[config.mk]
export PLATFORM = sky130hd
export DESIGN_NAME = sync_serial_control_registers
export DESIGN_NICKNAME = d
export VERILOG_FILES = /design/src/logic/sync_serial_pkg.sv /design/src/logic/sync_serial_sync.sv /design/src/logic/sync_serial_clock_divider.sv /design/src/logic/sync_serial_control_registers.sv
export VERILOG_INCLUDE_DIRS = /design/src /design/src/logic
export SDC_FILE = /design/constraint.sdc
export NUM_CORES = 1
export LEC_CHECK = 0
export BUFFER_PORTS_ARGS = -buffer_cell sky130_fd_sc_hd__buf_2
export CORE_UTILIZATION = 54
export CTS_BUF_LIST = sky130_fd_sc_hd__clkbuf_4
export CTS_CLUSTER_SIZE = 12
export DETAILED_ROUTE_END_ITERATION = 8
export PLACE_DENSITY = 0.76
export SLEW_MARGIN = 10
export SYNTH_ARGS = -nofsm -noshare
export SYNTH_HDL_FRONTEND = slang
export SYNTH_SLANG_ARGS = --single-unit
[constraint.sdc]
create_clock -name clock -period 3.8 [get_ports clock]
set_input_delay 0.57 -clock clock [delete_from_list [all_inputs] [get_ports clock]]
set_output_delay 0.57 -clock clock [all_outputs]
set_load 0.02 [all_outputs]
[src/logic/sync_serial_consts.svh]
// Offsets, field positions, reset values and timing counts of the serial port registers
`ifndef SYNC_SERIAL_CONSTS_SVH
`define SYNC_SERIAL_CONSTS_SVH

// Register byte offsets
`define OFS_FRAME_COUNT      8'h04
`define OFS_GLOBAL_ENABLE    8'h08
`define OFS_WIRE_CONTROL     8'h0c
`define OFS_TARGET_SELECT    8'h10
`define OFS_CLOCK_DIVIDER    8'h14
`define OFS_TX_THRESHOLD     8'h18
`define OFS_RX_THRESHOLD     8'h1c
`define OFS_TX_FILL_LEVEL    8'h20
`define OFS_RX_FILL_LEVEL    8'h24
`define OFS_PORT_STATUS      8'h28
`define OFS_IRQ_MASK         8'h2c
`define OFS_IRQ_MASKED       8'h30
`define OFS_IRQ_RAW          8'h34
`define OFS_TX_OVF_CLEAR     8'h38
`define OFS_RX_OVF_CLEAR     8'h3c
`define OFS_RX_UNF_CLEAR     8'h40
`define OFS_CONTENTION_CLEAR 8'h44
`define OFS_ALL_IRQ_CLEAR    8'h48
`define OFS_DMA_ENABLE       8'h4c
`define OFS_IRQ_WRITE_CLEAR  8'h80

// Interrupt source bit positions
`define IRQ_TX_EMPTY   0
`define IRQ_TX_OVF     1
`define IRQ_RX_UNF     2
`define IRQ_RX_OVF     3
`define IRQ_RX_FULL    4
`define IRQ_CONTENTION 5

// Status bit positions
`define ST_BUSY        0
`define ST_TX_NOT_FULL 1
`define ST_TX_EMPTY    2
`define ST_RX_NOT_EMPTY 3
`define ST_RX_FULL     4
`define ST_TX_ERROR    5
`define ST_COLLISION   6

// Reset values
`define RST_ZERO16     16'h0000
`define RST_ZERO8      8'h00
`define RST_ZERO6      6'h00

// FIFO depth and frame length
`define FIFO_DEPTH     8'h10
`define FRAME_EDGES    5'h10

`endif

[src/logic/sync_serial_pkg.sv]
// Types shared by the serial port register block
package sync_serial_pkg;
    typedef enum logic [0:0] {ENG_IDLE, ENG_SHIFT} engine_state_t;
    typedef logic [5:0] irq_vec_t;
endpackage

[src/logic/sync_serial_sync.sv]
// Two flip-flop synchroniser for one asynchronous pin
`timescale 1ns/1ps
`default_nettype none
module sync_serial_sync
(
    input  wire logic clock,
    input  wire logic rst,
    input  wire logic d,
    output var  logic q
);
    logic first;

    // First stage feeds only the second stage; resets to the idle-high level
    always_ff @(posedge clock)
    begin
        if (rst)
        begin
            first <= 1'b1;
            q     <= 1'b1;
        end
        else
        begin
            first <= d;
            q     <= first;
        end
    end
endmodule
`default_nettype wire

[src/logic/sync_serial_clock_divider.sv]
// Half-period tick generator for the serial clock
`timescale 1ns/1ps
`default_nettype none
module sync_serial_clock_divider
(
    input  wire logic        clock,
    input  wire logic        rst,
    input  wire logic        run,
    input  wire logic [15:0] divisor,
    output var  logic        tick
);
    logic [14:0] count;
    logic [14:0] half;

    // Odd divisors round down; the bottom bit is ignored
    assign half = (divisor[15:1] == 15'h0000) ? 15'h0001 : divisor[15:1];

    // Count restarts whenever the engine stops so every frame begins in phase
    always_ff @(posedge clock)
    begin
        if (rst || !run)
        begin
            count <= 15'h0000;
            tick  <= 1'b0;
        end
        else if (count == half - 15'h0001)
        begin
            count <= 15'h0000;
            tick  <= 1'b1;
        end
        else
        begin
            count <= count + 15'h0001;
            tick  <= 1'b0;
        end
    end
endmodule
`default_nettype wire

[src/logic/sync_serial_control_registers.sv]
// Register bank, interrupt logic and frame sequencer of the serial port master
//
// Our own choice: strobed register access.
`include "sync_serial_consts.svh"
`timescale 1ns/1ps
`default_nettype none
module sync_serial_control_registers
(
    input  wire logic        clock,
    input  wire logic        rst,
    input  wire logic [7:0]  addr,
    input  wire logic [31:0] wdata,
    input  wire logic        wr,
    input  wire logic        rd,
    output var  logic [31:0] rdata,
    input  wire logic [7:0]  tx_entries,
    input  wire logic [7:0]  rx_entries,
    input  wire logic        tx_overflow_evt,
    input  wire logic        rx_overflow_evt,
    input  wire logic        rx_underflow_evt,
    input  wire logic        tx_underrun_evt,
    input  wire logic        contention_in_n,
    output var  logic        irq,
    output var  logic        sclk,
    output var  logic        select_n,
    output var  logic        tx_pop,
    output var  logic        rx_push,
    output var  logic        tx_dma_req,
    output var  logic        rx_dma_req
);
    // ------------------------------------------------------------
    // Register storage
    // ------------------------------------------------------------
    logic [15:0] frame_total;
    logic        port_on;
    logic        wire_handshake;
    logic        wire_direction;
    logic        wire_transfer_kind;
    logic        target_select;
    logic [15:0] clock_divisor;
    logic [7:0]  tx_threshold_value;
    logic [7:0]  rx_threshold_value;
    logic [5:0]  irq_mask;
    logic        tx_dma_on;
    logic        rx_dma_on;
    logic        tx_ovf_sticky;
    logic        rx_ovf_sticky;
    logic        rx_unf_sticky;
    logic        contention_raw;
    logic        transmission_error;
    logic        collision_error;
    logic        contention_sync;
    logic        tick;
    logic        busy;
    logic        frames_finished;
    logic [15:0] frames_done;
    logic [4:0]  edge_count;
    sync_serial_pkg::engine_state_t state;
    sync_serial_pkg::irq_vec_t      irq_raw;
    sync_serial_pkg::irq_vec_t      irq_pending;
    logic [6:0]  port_status;
    logic [31:0] next_rdata;
    logic        cfg_wr;
    logic        rd_txo;
    logic        rd_rxo;
    logic        rd_rxu;
    logic        rd_mst;
    logic        rd_all;
    logic        wr_clr;

    // Configuration is frozen while the port runs so a frame never sees a half-written setup
    assign cfg_wr = wr && !port_on;
    assign rd_txo = rd && (addr == `OFS_TX_OVF_CLEAR);
    assign rd_rxo = rd && (addr == `OFS_RX_OVF_CLEAR);
    assign rd_rxu = rd && (addr == `OFS_RX_UNF_CLEAR);
    assign rd_mst = rd && (addr == `OFS_CONTENTION_CLEAR);
    assign rd_all = rd && (addr == `OFS_ALL_IRQ_CLEAR);
    assign wr_clr = wr && (addr == `OFS_IRQ_WRITE_CLEAR);

    // ------------------------------------------------------------
    // Pin synchroniser and divider
    // ------------------------------------------------------------
    sync_serial_sync u_contention_sync
    (
        .clock (clock),
        .rst   (rst),
        .d     (contention_in_n),
        .q     (contention_sync)
    );

    sync_serial_clock_divider u_divider
    (
        .clock   (clock),
        .rst     (rst),
        .run     (busy),
        .divisor (clock_divisor),
        .tick    (tick)
    );

    // ------------------------------------------------------------
    // Software-written registers
    // ------------------------------------------------------------
    // Setup registers, accepted only while the port is off
    always_ff @(posedge clock)
    begin
        if (rst)
        begin
            frame_total        <= `RST_ZERO16;
            wire_handshake     <= 1'b0;
            wire_direction     <= 1'b0;
            wire_transfer_kind <= 1'b0;
            target_select      <= 1'b0;
            clock_divisor      <= `RST_ZERO16;
            tx_threshold_value <= `RST_ZERO8;
            rx_threshold_value <= `RST_ZERO8;
        end
        else if (cfg_wr)
        begin
            case (addr)
                `OFS_FRAME_COUNT:   frame_total <= wdata[15:0];
                `OFS_WIRE_CONTROL:
                begin
                    wire_handshake     <= wdata[2];
                    wire_direction     <= wdata[1];
                    wire_transfer_kind <= wdata[0];
                end
                `OFS_TARGET_SELECT: target_select <= wdata[0];
                `OFS_CLOCK_DIVIDER: clock_divisor <= wdata[15:0];
                `OFS_TX_THRESHOLD:  tx_threshold_value <= wdata[7:0];
                `OFS_RX_THRESHOLD:  rx_threshold_value <= wdata[7:0];
                default:            frame_total <= frame_total;
            endcase
        end
    end

    // Enable, mask and DMA enables stay writable at any time
    always_ff @(posedge clock)
    begin
        if (rst)
        begin
            port_on   <= 1'b0;
            irq_mask  <= `RST_ZERO6;
            tx_dma_on <= 1'b0;
            rx_dma_on <= 1'b0;
        end
        else if (wr)
        begin
            if (addr == `OFS_GLOBAL_ENABLE)
                port_on <= wdata[0];
            if (addr == `OFS_IRQ_MASK)
                irq_mask <= wdata[5:0];
            if (addr == `OFS_DMA_ENABLE)
            begin
                tx_dma_on <= wdata[1];
                rx_dma_on <= wdata[0];
            end
        end
    end

    // ------------------------------------------------------------
    // Sticky interrupt sources
    // ------------------------------------------------------------
    // A new event in the clearing cycle survives: set wins over clear
    always_ff @(posedge clock)
    begin
        if (rst)
        begin
            tx_ovf_sticky  <= 1'b0;
            rx_ovf_sticky  <= 1'b0;
            rx_unf_sticky  <= 1'b0;
            contention_raw <= 1'b0;
        end
        else
        begin
            tx_ovf_sticky  <= tx_overflow_evt
                || (tx_ovf_sticky && !(rd_txo || rd_all || (wr_clr && wdata[`IRQ_TX_OVF])));
            rx_ovf_sticky  <= rx_overflow_evt
                || (rx_ovf_sticky && !(rd_rxo || rd_all || (wr_clr && wdata[`IRQ_RX_OVF])));
            rx_unf_sticky  <= rx_underflow_evt
                || (rx_unf_sticky && !(rd_rxu || rd_all || (wr_clr && wdata[`IRQ_RX_UNF])));
            contention_raw <= (port_on && !contention_sync)
                || (contention_raw && !(rd_mst || rd_all
                || (wr_clr && wdata[`IRQ_CONTENTION])));
        end
    end

    // Error flags of the status register, cleared by reading it
    always_ff @(posedge clock)
    begin
        if (rst)
        begin
            transmission_error <= 1'b0;
            collision_error    <= 1'b0;
        end
        else
        begin
            transmission_error <= tx_underrun_evt
                || (transmission_error && !(rd && addr == `OFS_PORT_STATUS));
            collision_error    <= (port_on && !contention_sync)
                || (collision_error && !(rd && addr == `OFS_PORT_STATUS));
        end
    end

    // Threshold levels are live, not sticky; they follow the FIFO fill
    always_comb
    begin
        irq_raw                  = 6'h00;
        irq_raw[`IRQ_TX_EMPTY]   = tx_entries <= tx_threshold_value;
        irq_raw[`IRQ_TX_OVF]     = tx_ovf_sticky;
        irq_raw[`IRQ_RX_UNF]     = rx_unf_sticky;
        irq_raw[`IRQ_RX_OVF]     = rx_ovf_sticky;
        irq_raw[`IRQ_RX_FULL]    = rx_entries > rx_threshold_value;
        irq_raw[`IRQ_CONTENTION] = contention_raw;
    end

    assign irq_pending = irq_raw & irq_mask;

    // Interrupt level and DMA requests leave through flip-flops
    always_ff @(posedge clock)
    begin
        if (rst)
        begin
            irq        <= 1'b0;
            tx_dma_req <= 1'b0;
            rx_dma_req <= 1'b0;
        end
        else
        begin
            irq        <= |irq_pending;
            tx_dma_req <= tx_dma_on && irq_raw[`IRQ_TX_EMPTY];
            rx_dma_req <= rx_dma_on && irq_raw[`IRQ_RX_FULL];
        end
    end

    // ------------------------------------------------------------
    // Frame sequencer
    // ------------------------------------------------------------
    assign busy = (state == sync_serial_pkg::ENG_SHIFT);

    // Runs frame_total+1 frames, then waits for the port to be switched off
    always_ff @(posedge clock)
    begin
        if (rst || !port_on)
        begin
            state           <= sync_serial_pkg::ENG_IDLE;
            sclk            <= 1'b0;
            select_n        <= 1'b1;
            tx_pop          <= 1'b0;
            rx_push         <= 1'b0;
            edge_count      <= 5'h00;
            frames_done     <= `RST_ZERO16;
            frames_finished <= 1'b0;
        end
        else
        begin
            tx_pop  <= 1'b0;
            rx_push <= 1'b0;
            case (state)
                sync_serial_pkg::ENG_IDLE:
                begin
                    select_n <= 1'b1;
                    if (target_select && !frames_finished && tx_entries != `RST_ZERO8)
                    begin
                        state      <= sync_serial_pkg::ENG_SHIFT;
                        select_n   <= 1'b0;
                        tx_pop     <= 1'b1;
                        edge_count <= 5'h00;
                    end
                end
                sync_serial_pkg::ENG_SHIFT:
                begin
                    if (tick)
                    begin
                        sclk       <= !sclk;
                        edge_count <= edge_count + 5'h01;
                        if (edge_count == `FRAME_EDGES - 5'h01)
                        begin
                            state       <= sync_serial_pkg::ENG_IDLE;
                            select_n    <= 1'b1; // Idle gap so the target sees each frame
                            rx_push     <= 1'b1;
                            frames_done <= frames_done + 16'h0001;
                            if (frames_done == frame_total)
                                frames_finished <= 1'b1;
                        end
                    end
                end
                default: state <= sync_serial_pkg::ENG_IDLE;
            endcase
        end
    end

    // ------------------------------------------------------------
    // Read path
    // ------------------------------------------------------------
    always_comb
    begin
        port_status                   = 7'h00;
        port_status[`ST_BUSY]         = busy;
        port_status[`ST_TX_NOT_FULL]  = tx_entries != `FIFO_DEPTH;
        port_status[`ST_TX_EMPTY]     = tx_entries == `RST_ZERO8;
        port_status[`ST_RX_NOT_EMPTY] = rx_entries != `RST_ZERO8;
        port_status[`ST_RX_FULL]      = rx_entries == `FIFO_DEPTH;
        port_status[`ST_TX_ERROR]     = transmission_error;
        port_status[`ST_COLLISION]    = collision_error;
    end

    // Clear registers report the state before the clear takes hold
    always_comb
    begin
        next_rdata = 32'h00000000;
        case (addr)
            `OFS_FRAME_COUNT:      next_rdata[15:0] = frame_total;
            `OFS_GLOBAL_ENABLE:    next_rdata[0]    = port_on;
            `OFS_WIRE_CONTROL:     next_rdata[2:0]  = {wire_handshake, wire_direction,
                                                       wire_transfer_kind};
            `OFS_TARGET_SELECT:    next_rdata[0]    = target_select;
            `OFS_CLOCK_DIVIDER:    next_rdata[15:0] = clock_divisor;
            `OFS_TX_THRESHOLD:     next_rdata[7:0]  = tx_threshold_value;
            `OFS_RX_THRESHOLD:     next_rdata[7:0]  = rx_threshold_value;
            `OFS_TX_FILL_LEVEL:    next_rdata[7:0]  = tx_entries;
            `OFS_RX_FILL_LEVEL:    next_rdata[7:0]  = rx_entries;
            `OFS_PORT_STATUS:      next_rdata[6:0]  = port_status;
            `OFS_IRQ_MASK:         next_rdata[5:0]  = irq_mask;
            `OFS_IRQ_MASKED:       next_rdata[5:0]  = irq_pending;
            `OFS_IRQ_RAW:          next_rdata[5:0]  = irq_raw;
            `OFS_TX_OVF_CLEAR:     next_rdata[0]    = tx_ovf_sticky;
            `OFS_RX_OVF_CLEAR:     next_rdata[0]    = rx_ovf_sticky;
            `OFS_RX_UNF_CLEAR:     next_rdata[0]    = rx_unf_sticky;
            `OFS_CONTENTION_CLEAR: next_rdata[0]    = contention_raw;
            `OFS_ALL_IRQ_CLEAR:    next_rdata[0]    = |irq_raw;
            `OFS_DMA_ENABLE:       next_rdata[1:0]  = {tx_dma_on, rx_dma_on};
            default:               next_rdata       = 32'h00000000;
        endcase
    end

    // Read data stand for one cycle only, zero otherwise
    always_ff @(posedge clock)
    begin
        if (rst || !rd)
            rdata <= 32'h00000000;
        else
            rdata <= next_rdata;
    end
endmodule
`default_nettype wire

Word level (Yosys, flattened, before mapping)
Cells that the tools add are included.
{ "word_totals": {"reg_bits": 147, "inputBits": 65, "output_inout_bits": 39, "word_cells": 167} }
{ "classes": {"n_addsub": 4, "order_cmp": 2, "n_eq_ne": 28, "mux": 21, "bitwise": 3, "n_reduce_logical": 74} }
{ "op_table": {"columns": ["operator", "n"], "rows": [
  ["== test 8 x 6 -> 1 bit, second input constant", 8],
  ["== test 8 x 5 -> 1 bit, second input constant", 5],
  ["== test 8 x 7 -> 1 bit, second input constant", 4],
  ["one-hot mux 3 bit (10 select lines)", 1],
  ["AND reduction 2 bit", 12],
  ["logical AND 1 bit", 23],
  ["one-hot mux 1 bit (19 select lines)", 1],
  ["logical OR 1 bit", 17],
  ["adder 16 x 1 -> 16 bit, second input constant", 1],
  ["== test 16 bit", 1],
  ["== test 8 x 4 -> 1 bit, second input constant", 2],
  ["one-hot mux 8 bit (2 select lines)", 1],
  ["nonzero test 8 bit", 2],
  ["adder 15 x 1 -> 15 bit, second input constant", 1],
  ["== test 15 bit", 1],
  ["logical NOT 15 bit", 1],
  ["2-to-1 mux 15 bit", 1],
  ["subtractor 15 x 1 -> 15 bit, second input constant", 1],
  ["one-hot mux 1 bit (12 select lines)", 1],
  ["OR reduction 6 bit", 2],
  ["logical NOT 1 bit", 11],
  ["one-hot mux 1 bit (11 select lines)", 1],
  ["2-to-1 mux 5 bit", 2],
  ["one-hot mux 5 bit (2 select lines)", 1],
  ["20 further kinds", 31]
]} }

Depth between registers and ports, before layout
{ "depth": {"word_depth": 7, "ltp_mapped": 14, "depth_no_buf": 12} }

Cells and area by module
From an unflattened synthesis, not the netlist that was laid out.
{ "unflattened": {"hier_cells": 880, "area_unflattened_um2": 7235.7} }
{ "modules_own_cells": {"columns": ["module", "n_inst", "cells_each", "area_each_um2", "seq_area_each_um2"], "rows": [
  ["sync_serial_control_registers", 1, 718, 5878.1, 2262.2],
  ["sync_serial_clock_divider", 1, 158, 1305.0, 320.3],
  ["sync_serial_sync", 1, 4, 52.6, 40.0]
]} }

Worst setup path before layout
No wires, ideal clock.
{ "synth_path": {"path_kind": "flip-flop to flip-flop", "startpoint": "reg clock_divisor[1]", "endpoint": "reg u_divider.count[8]", "setup_ps": 115, "arrival_time_ps": 3796, "required_time_ps": 3685, "path_slack_ps": -111, "path_stages_with_launch": 15, "n_path_buf": 3, "period_less_slack_ps": 3911, "path_cell_list": "dfxtp_1 clkbuf_1 or4_1 clkbuf_1 nor3_1 nor2_1 ha_1 or3b_2 nor4_1 or3b_2 a221o_1 or4_4 o41ai_4 buf_6 nor2_1"} }
{ "synth_between": {"elab_chain_cells": 5} }
{ "synth_lines": {"columns": ["element", "line", "rtl"], "rows": [
  ["start: declaration", "sync_serial_control_registers.sv:40", "logic [15:0] clock_divisor;"],
  ["start signal: assignment", "sync_serial_control_registers.sv:113", "clock_divisor <= `RST_ZERO16;"],
  ["start signal: assignment", "sync_serial_control_registers.sv:128", "`OFS_CLOCK_DIVIDER: clock_divisor <= wdata[15:0];"],
  ["logical NOT 15 bit", "sync_serial_clock_divider.sv:16", "assign half = (divisor[15:1] == 15'h0000) ? 15'h0001 : divisor[15:1];"],
  ["2-to-1 mux 15 bit *", "sync_serial_clock_divider.sv:16", null],
  ["subtractor 15 x 1 -> 15 bit *", "sync_serial_clock_divider.sv:26", "else if (count == half - 15'h0001)"],
  ["== test 15 bit *", "sync_serial_clock_divider.sv:26", null],
  ["OR reduction 2 bit (no source line) *", null, null],
  ["end signal: assignment", "sync_serial_clock_divider.sv:33", "count <= count + 15'h0001;"],
  ["end: declaration", "sync_serial_clock_divider.sv:12", "logic [14:0] count;"]
]} }
Mark *: on every way between the ends. The rest lies on a longest branch, timed or not.
A chain may end at the register's enable or synchronous reset.

Final worst setup path
{ "layout_path": {"startpoint": "reg clock_divisor[2]", "endpoint": "reg u_divider.count[14]"} }
The elaborated chain is that of the path after synthesis.

==> impl_results.md <==
* Crit path required time at 4270 ps
* Worst-Margin Slew at 996 ps
* Final wirelength at 19700 µm
* Placed insts at 1091
* Initial DRC count at 645
* Hold path cells at 2
* H-tree Lvls at 4
* DR vias at 6589
* Unique cell type count in the Yosys netlist at 60
* Final Skew at 19.4 ps
* Port Buf Inserts at 71
* Worst path cell trace: or4_1, nor3_2, nor2_1, ha_1, or3b_2, nor4_1, or3b_2, a221o_1, or4_4, o41ai_4, buf_4, nor2_1
* Worst setup path category: reg2reg
* Post-DP HPWL at 14300 µm
* DRC viols at 0
* DIE HEIGHT at 116 µm
* Cell family with most CP delay: simple AND/OR/NAND/NOR gates
* Final hold violation count at 0
* Worst-path maximum fanout at 15
* Worst path slowest cell: or4_1
* Clk buf depth at 2
* Peak supply drop at 0.207 mV
* Power per cell area at 323 mW/mm²
* Num CTS Buffers at 17
* Async SR Flop Fraction at 0
* Layout cell share with drive strength beyond 1 at 0.145
* Hold Path Class: in2reg
* Syn_area_per_cell at 7.94 µm²
* Highest-count cells in the layout ignoring fill and taps: dfxtp_1, nand2_1, nor2_1
* #FFs+latches synth at 131
* Setup violators final at 0
* Slew headroom at 0.336
* Post-CTS Setup Repair Bufs at 0
* Max_cap viols at 0
* Initial antenna violation count at 0
* Post-synth EDFFs at 0
* Synthesis warning total at 0
* Vias in the first global route at 6025
* Area leader, netlist: dfxtp_1
* First-pass GRT wire length at 31300 µm
* Total grt overflow at 0
* Die ar. at 0.0135 mm²
* Fill count at 1205
* DRT antenna net count at 0
* CTS clk-pin slew, worst paths at 120 ps
* Max incr delay on CP at 580 ps
* R2R setup slack at 210 ps
* Final TNS setup at 0 ps
* Status: complete, no violations
* Cell Rows at 41
* Ranking of synthesized cells by area: dfxtp_1, nand2_1, nor2_1
* Clock latency at the later pin of the worst-skew pair at 580 ps
* # diodes at 0
* CTS tree: built
* CTS root buf: clkbuf_4
* Initial core utilization at 0.554
* Layout area overhead at 9.98%
* CP Buf/Inv Count at 1
* Area of the core at 0.0127 mm²
* Commonest non-fill, non-tap cell in the layout: dfxtp_1
* Cell area after synthesis at 0.00702 mm²
* Prevailing post-synth register cell: dfxtp_1
* Tcrit/Tclk final at 0.945
* Die X at 116 µm
* I/O pin count at 104
* Gp weighted congestion at 0.995
* Routed length per instance at 17.6 µm
* Slew Limit Fails at 0
* Clk sink count at 131
* Critical path depth in cells at 12
* Via-to-Cell Ratio at 5.87
* Largest net degree at the start of global routing at 75
* R2R depth at 12
* Layout net count at 1024
* Crit start category: register
* Gate Count Post-Synth at 885
* Crit path DAT at 4060 ps
* RSZ-0062 raised after global routing: false
* CP Capture Type: register
* Crit path time final at 3590 ps
* Static Leak at 2.97 nW
* Sequential share of the synthesized area at 0.373
* Total GRT Usage at 0.310
* Final cell count without fillers at 1123
* Top-area cell type share of the netlist area at 0.373
* F_max at 279 MHz
* Detailed Routing Iterations Pass 1 at 6
## area by class of cell
cell class	instances	area (µm²)	share of cell area
Clock buffer	17	128	0.0165
Timing Repair Buffer	89	490	0.0635
Inverter	27	101	0.0131
Multi-Input combinational cell	672	4030	0.521
Tap cell	172	215	0.0279
Sequential cell	131	2620	0.339
Clock inverter	15	141	0.0183
## power breakdown
part	switching (mW)	internal, mW
combinational	0.128	0.0531
sequential	0.00536	1.38
clock	0.546	0.382
## synth_stat cells, drive strengths merged, types with 4 or more instances
| library cell | number |
|---|---|
| dfxtp | 131 |
| nand2 | 129 |
| nor2 | 98 |
| a21oi | 69 |
| clkbuf | 50 |
| xnor2 | 36 |
| nand3 | 31 |
| mux2i | 29 |
| o21ai | 29 |
| inv | 27 |
| ha | 21 |
| buf | 20 |
| xor2 | 20 |
| a22oi | 19 |
| and3 | 16 |
| nand4 | 15 |
| a31oi | 14 |
| nor3 | 13 |
| nor2b | 10 |
| nor4 | 9 |
| or4 | 8 |
| nand2b | 7 |
| or3 | 7 |
| and2 | 6 |
| o211ai | 6 |
| or2 | 6 |
| nor3b | 5 |
| o22ai | 5 |
| a221oi | 4 |
| mux2 | 4 |
| nand3b | 4 |
## worst paths after layout
kind | endpoint | start
worst max-delay path | u_divider.count[14]$_SDFF_PP0_ | clock_divisor[2]$_SDFFE_PP0P_
worst min-delay path | u_contention_sync.first$_SDFF_PP1_ | contention_in_n
worst max register to register | u_divider.count[14]$_SDFF_PP0_ | clock_divisor[2]$_SDFFE_PP0P_
worst min register to register | u_contention_sync.q$_SDFF_PP1_ | u_contention_sync.first$_SDFF_PP1_
## metrics by stage
stage | total power, mW | hold slack (ps) | cell area [µm²] | setup slack [ps] | util
2_1_floorplan | 1.52 | 389 | 7080 | 5.31 | -
3_3_place_gp | 1.59 | 394 | 7450 | 181 | 0.588
3_5_place_dp | 1.59 | 420 | 7450 | 90.7 | 0.588
4_1_cts | 2.50 | 160 | 7710 | 77.9 | 0.609
5_1_grt | 2.58 | 155 | 7720 | 55.3 | 0.610
6_report | 2.49 | 183 | 7720 | 210 | 0.610
## sequential cells by signal, indices dropped and copies added (netlist names), 5 cells and up
name,flops
clock_divisor,16
edge_count,5
frame_total,16
frames_done,16
irq_mask,6
rdata,16
rx_threshold_value,8
tx_threshold_value,8
u_divider.count,15
## layer usage
metal / global-route usage / up-vias / routed length (µm)
li1: - / 3164 / -
met1: 0.414 / 3081 / 8770
met2: 0.469 / 299 / 8670
met3: 0.0968 / 45 / 1780
met4: 0.115 / 0 / 511
met5: 0 / - / 0
## timing repair
action	CTS	global route
hold buffers	0	0
gates resized for setup	0	2
setup endpoints to repair	0	16
## kinds of logic after synthesis
family                   after synthesis  synth area share
other                                  1          0.000534
multiplexers                          33            0.0477
flip-flops                           131             0.373
adder cells (fa/ha/maj)               21            0.0374
XOR/XNOR                              56            0.0698
buffers and inverters                 97            0.0629
AO/OA/AOI/OAI                        174             0.156
AND/OR/NAND/NOR                      372             0.253
(Power assumes the default switching activity.)
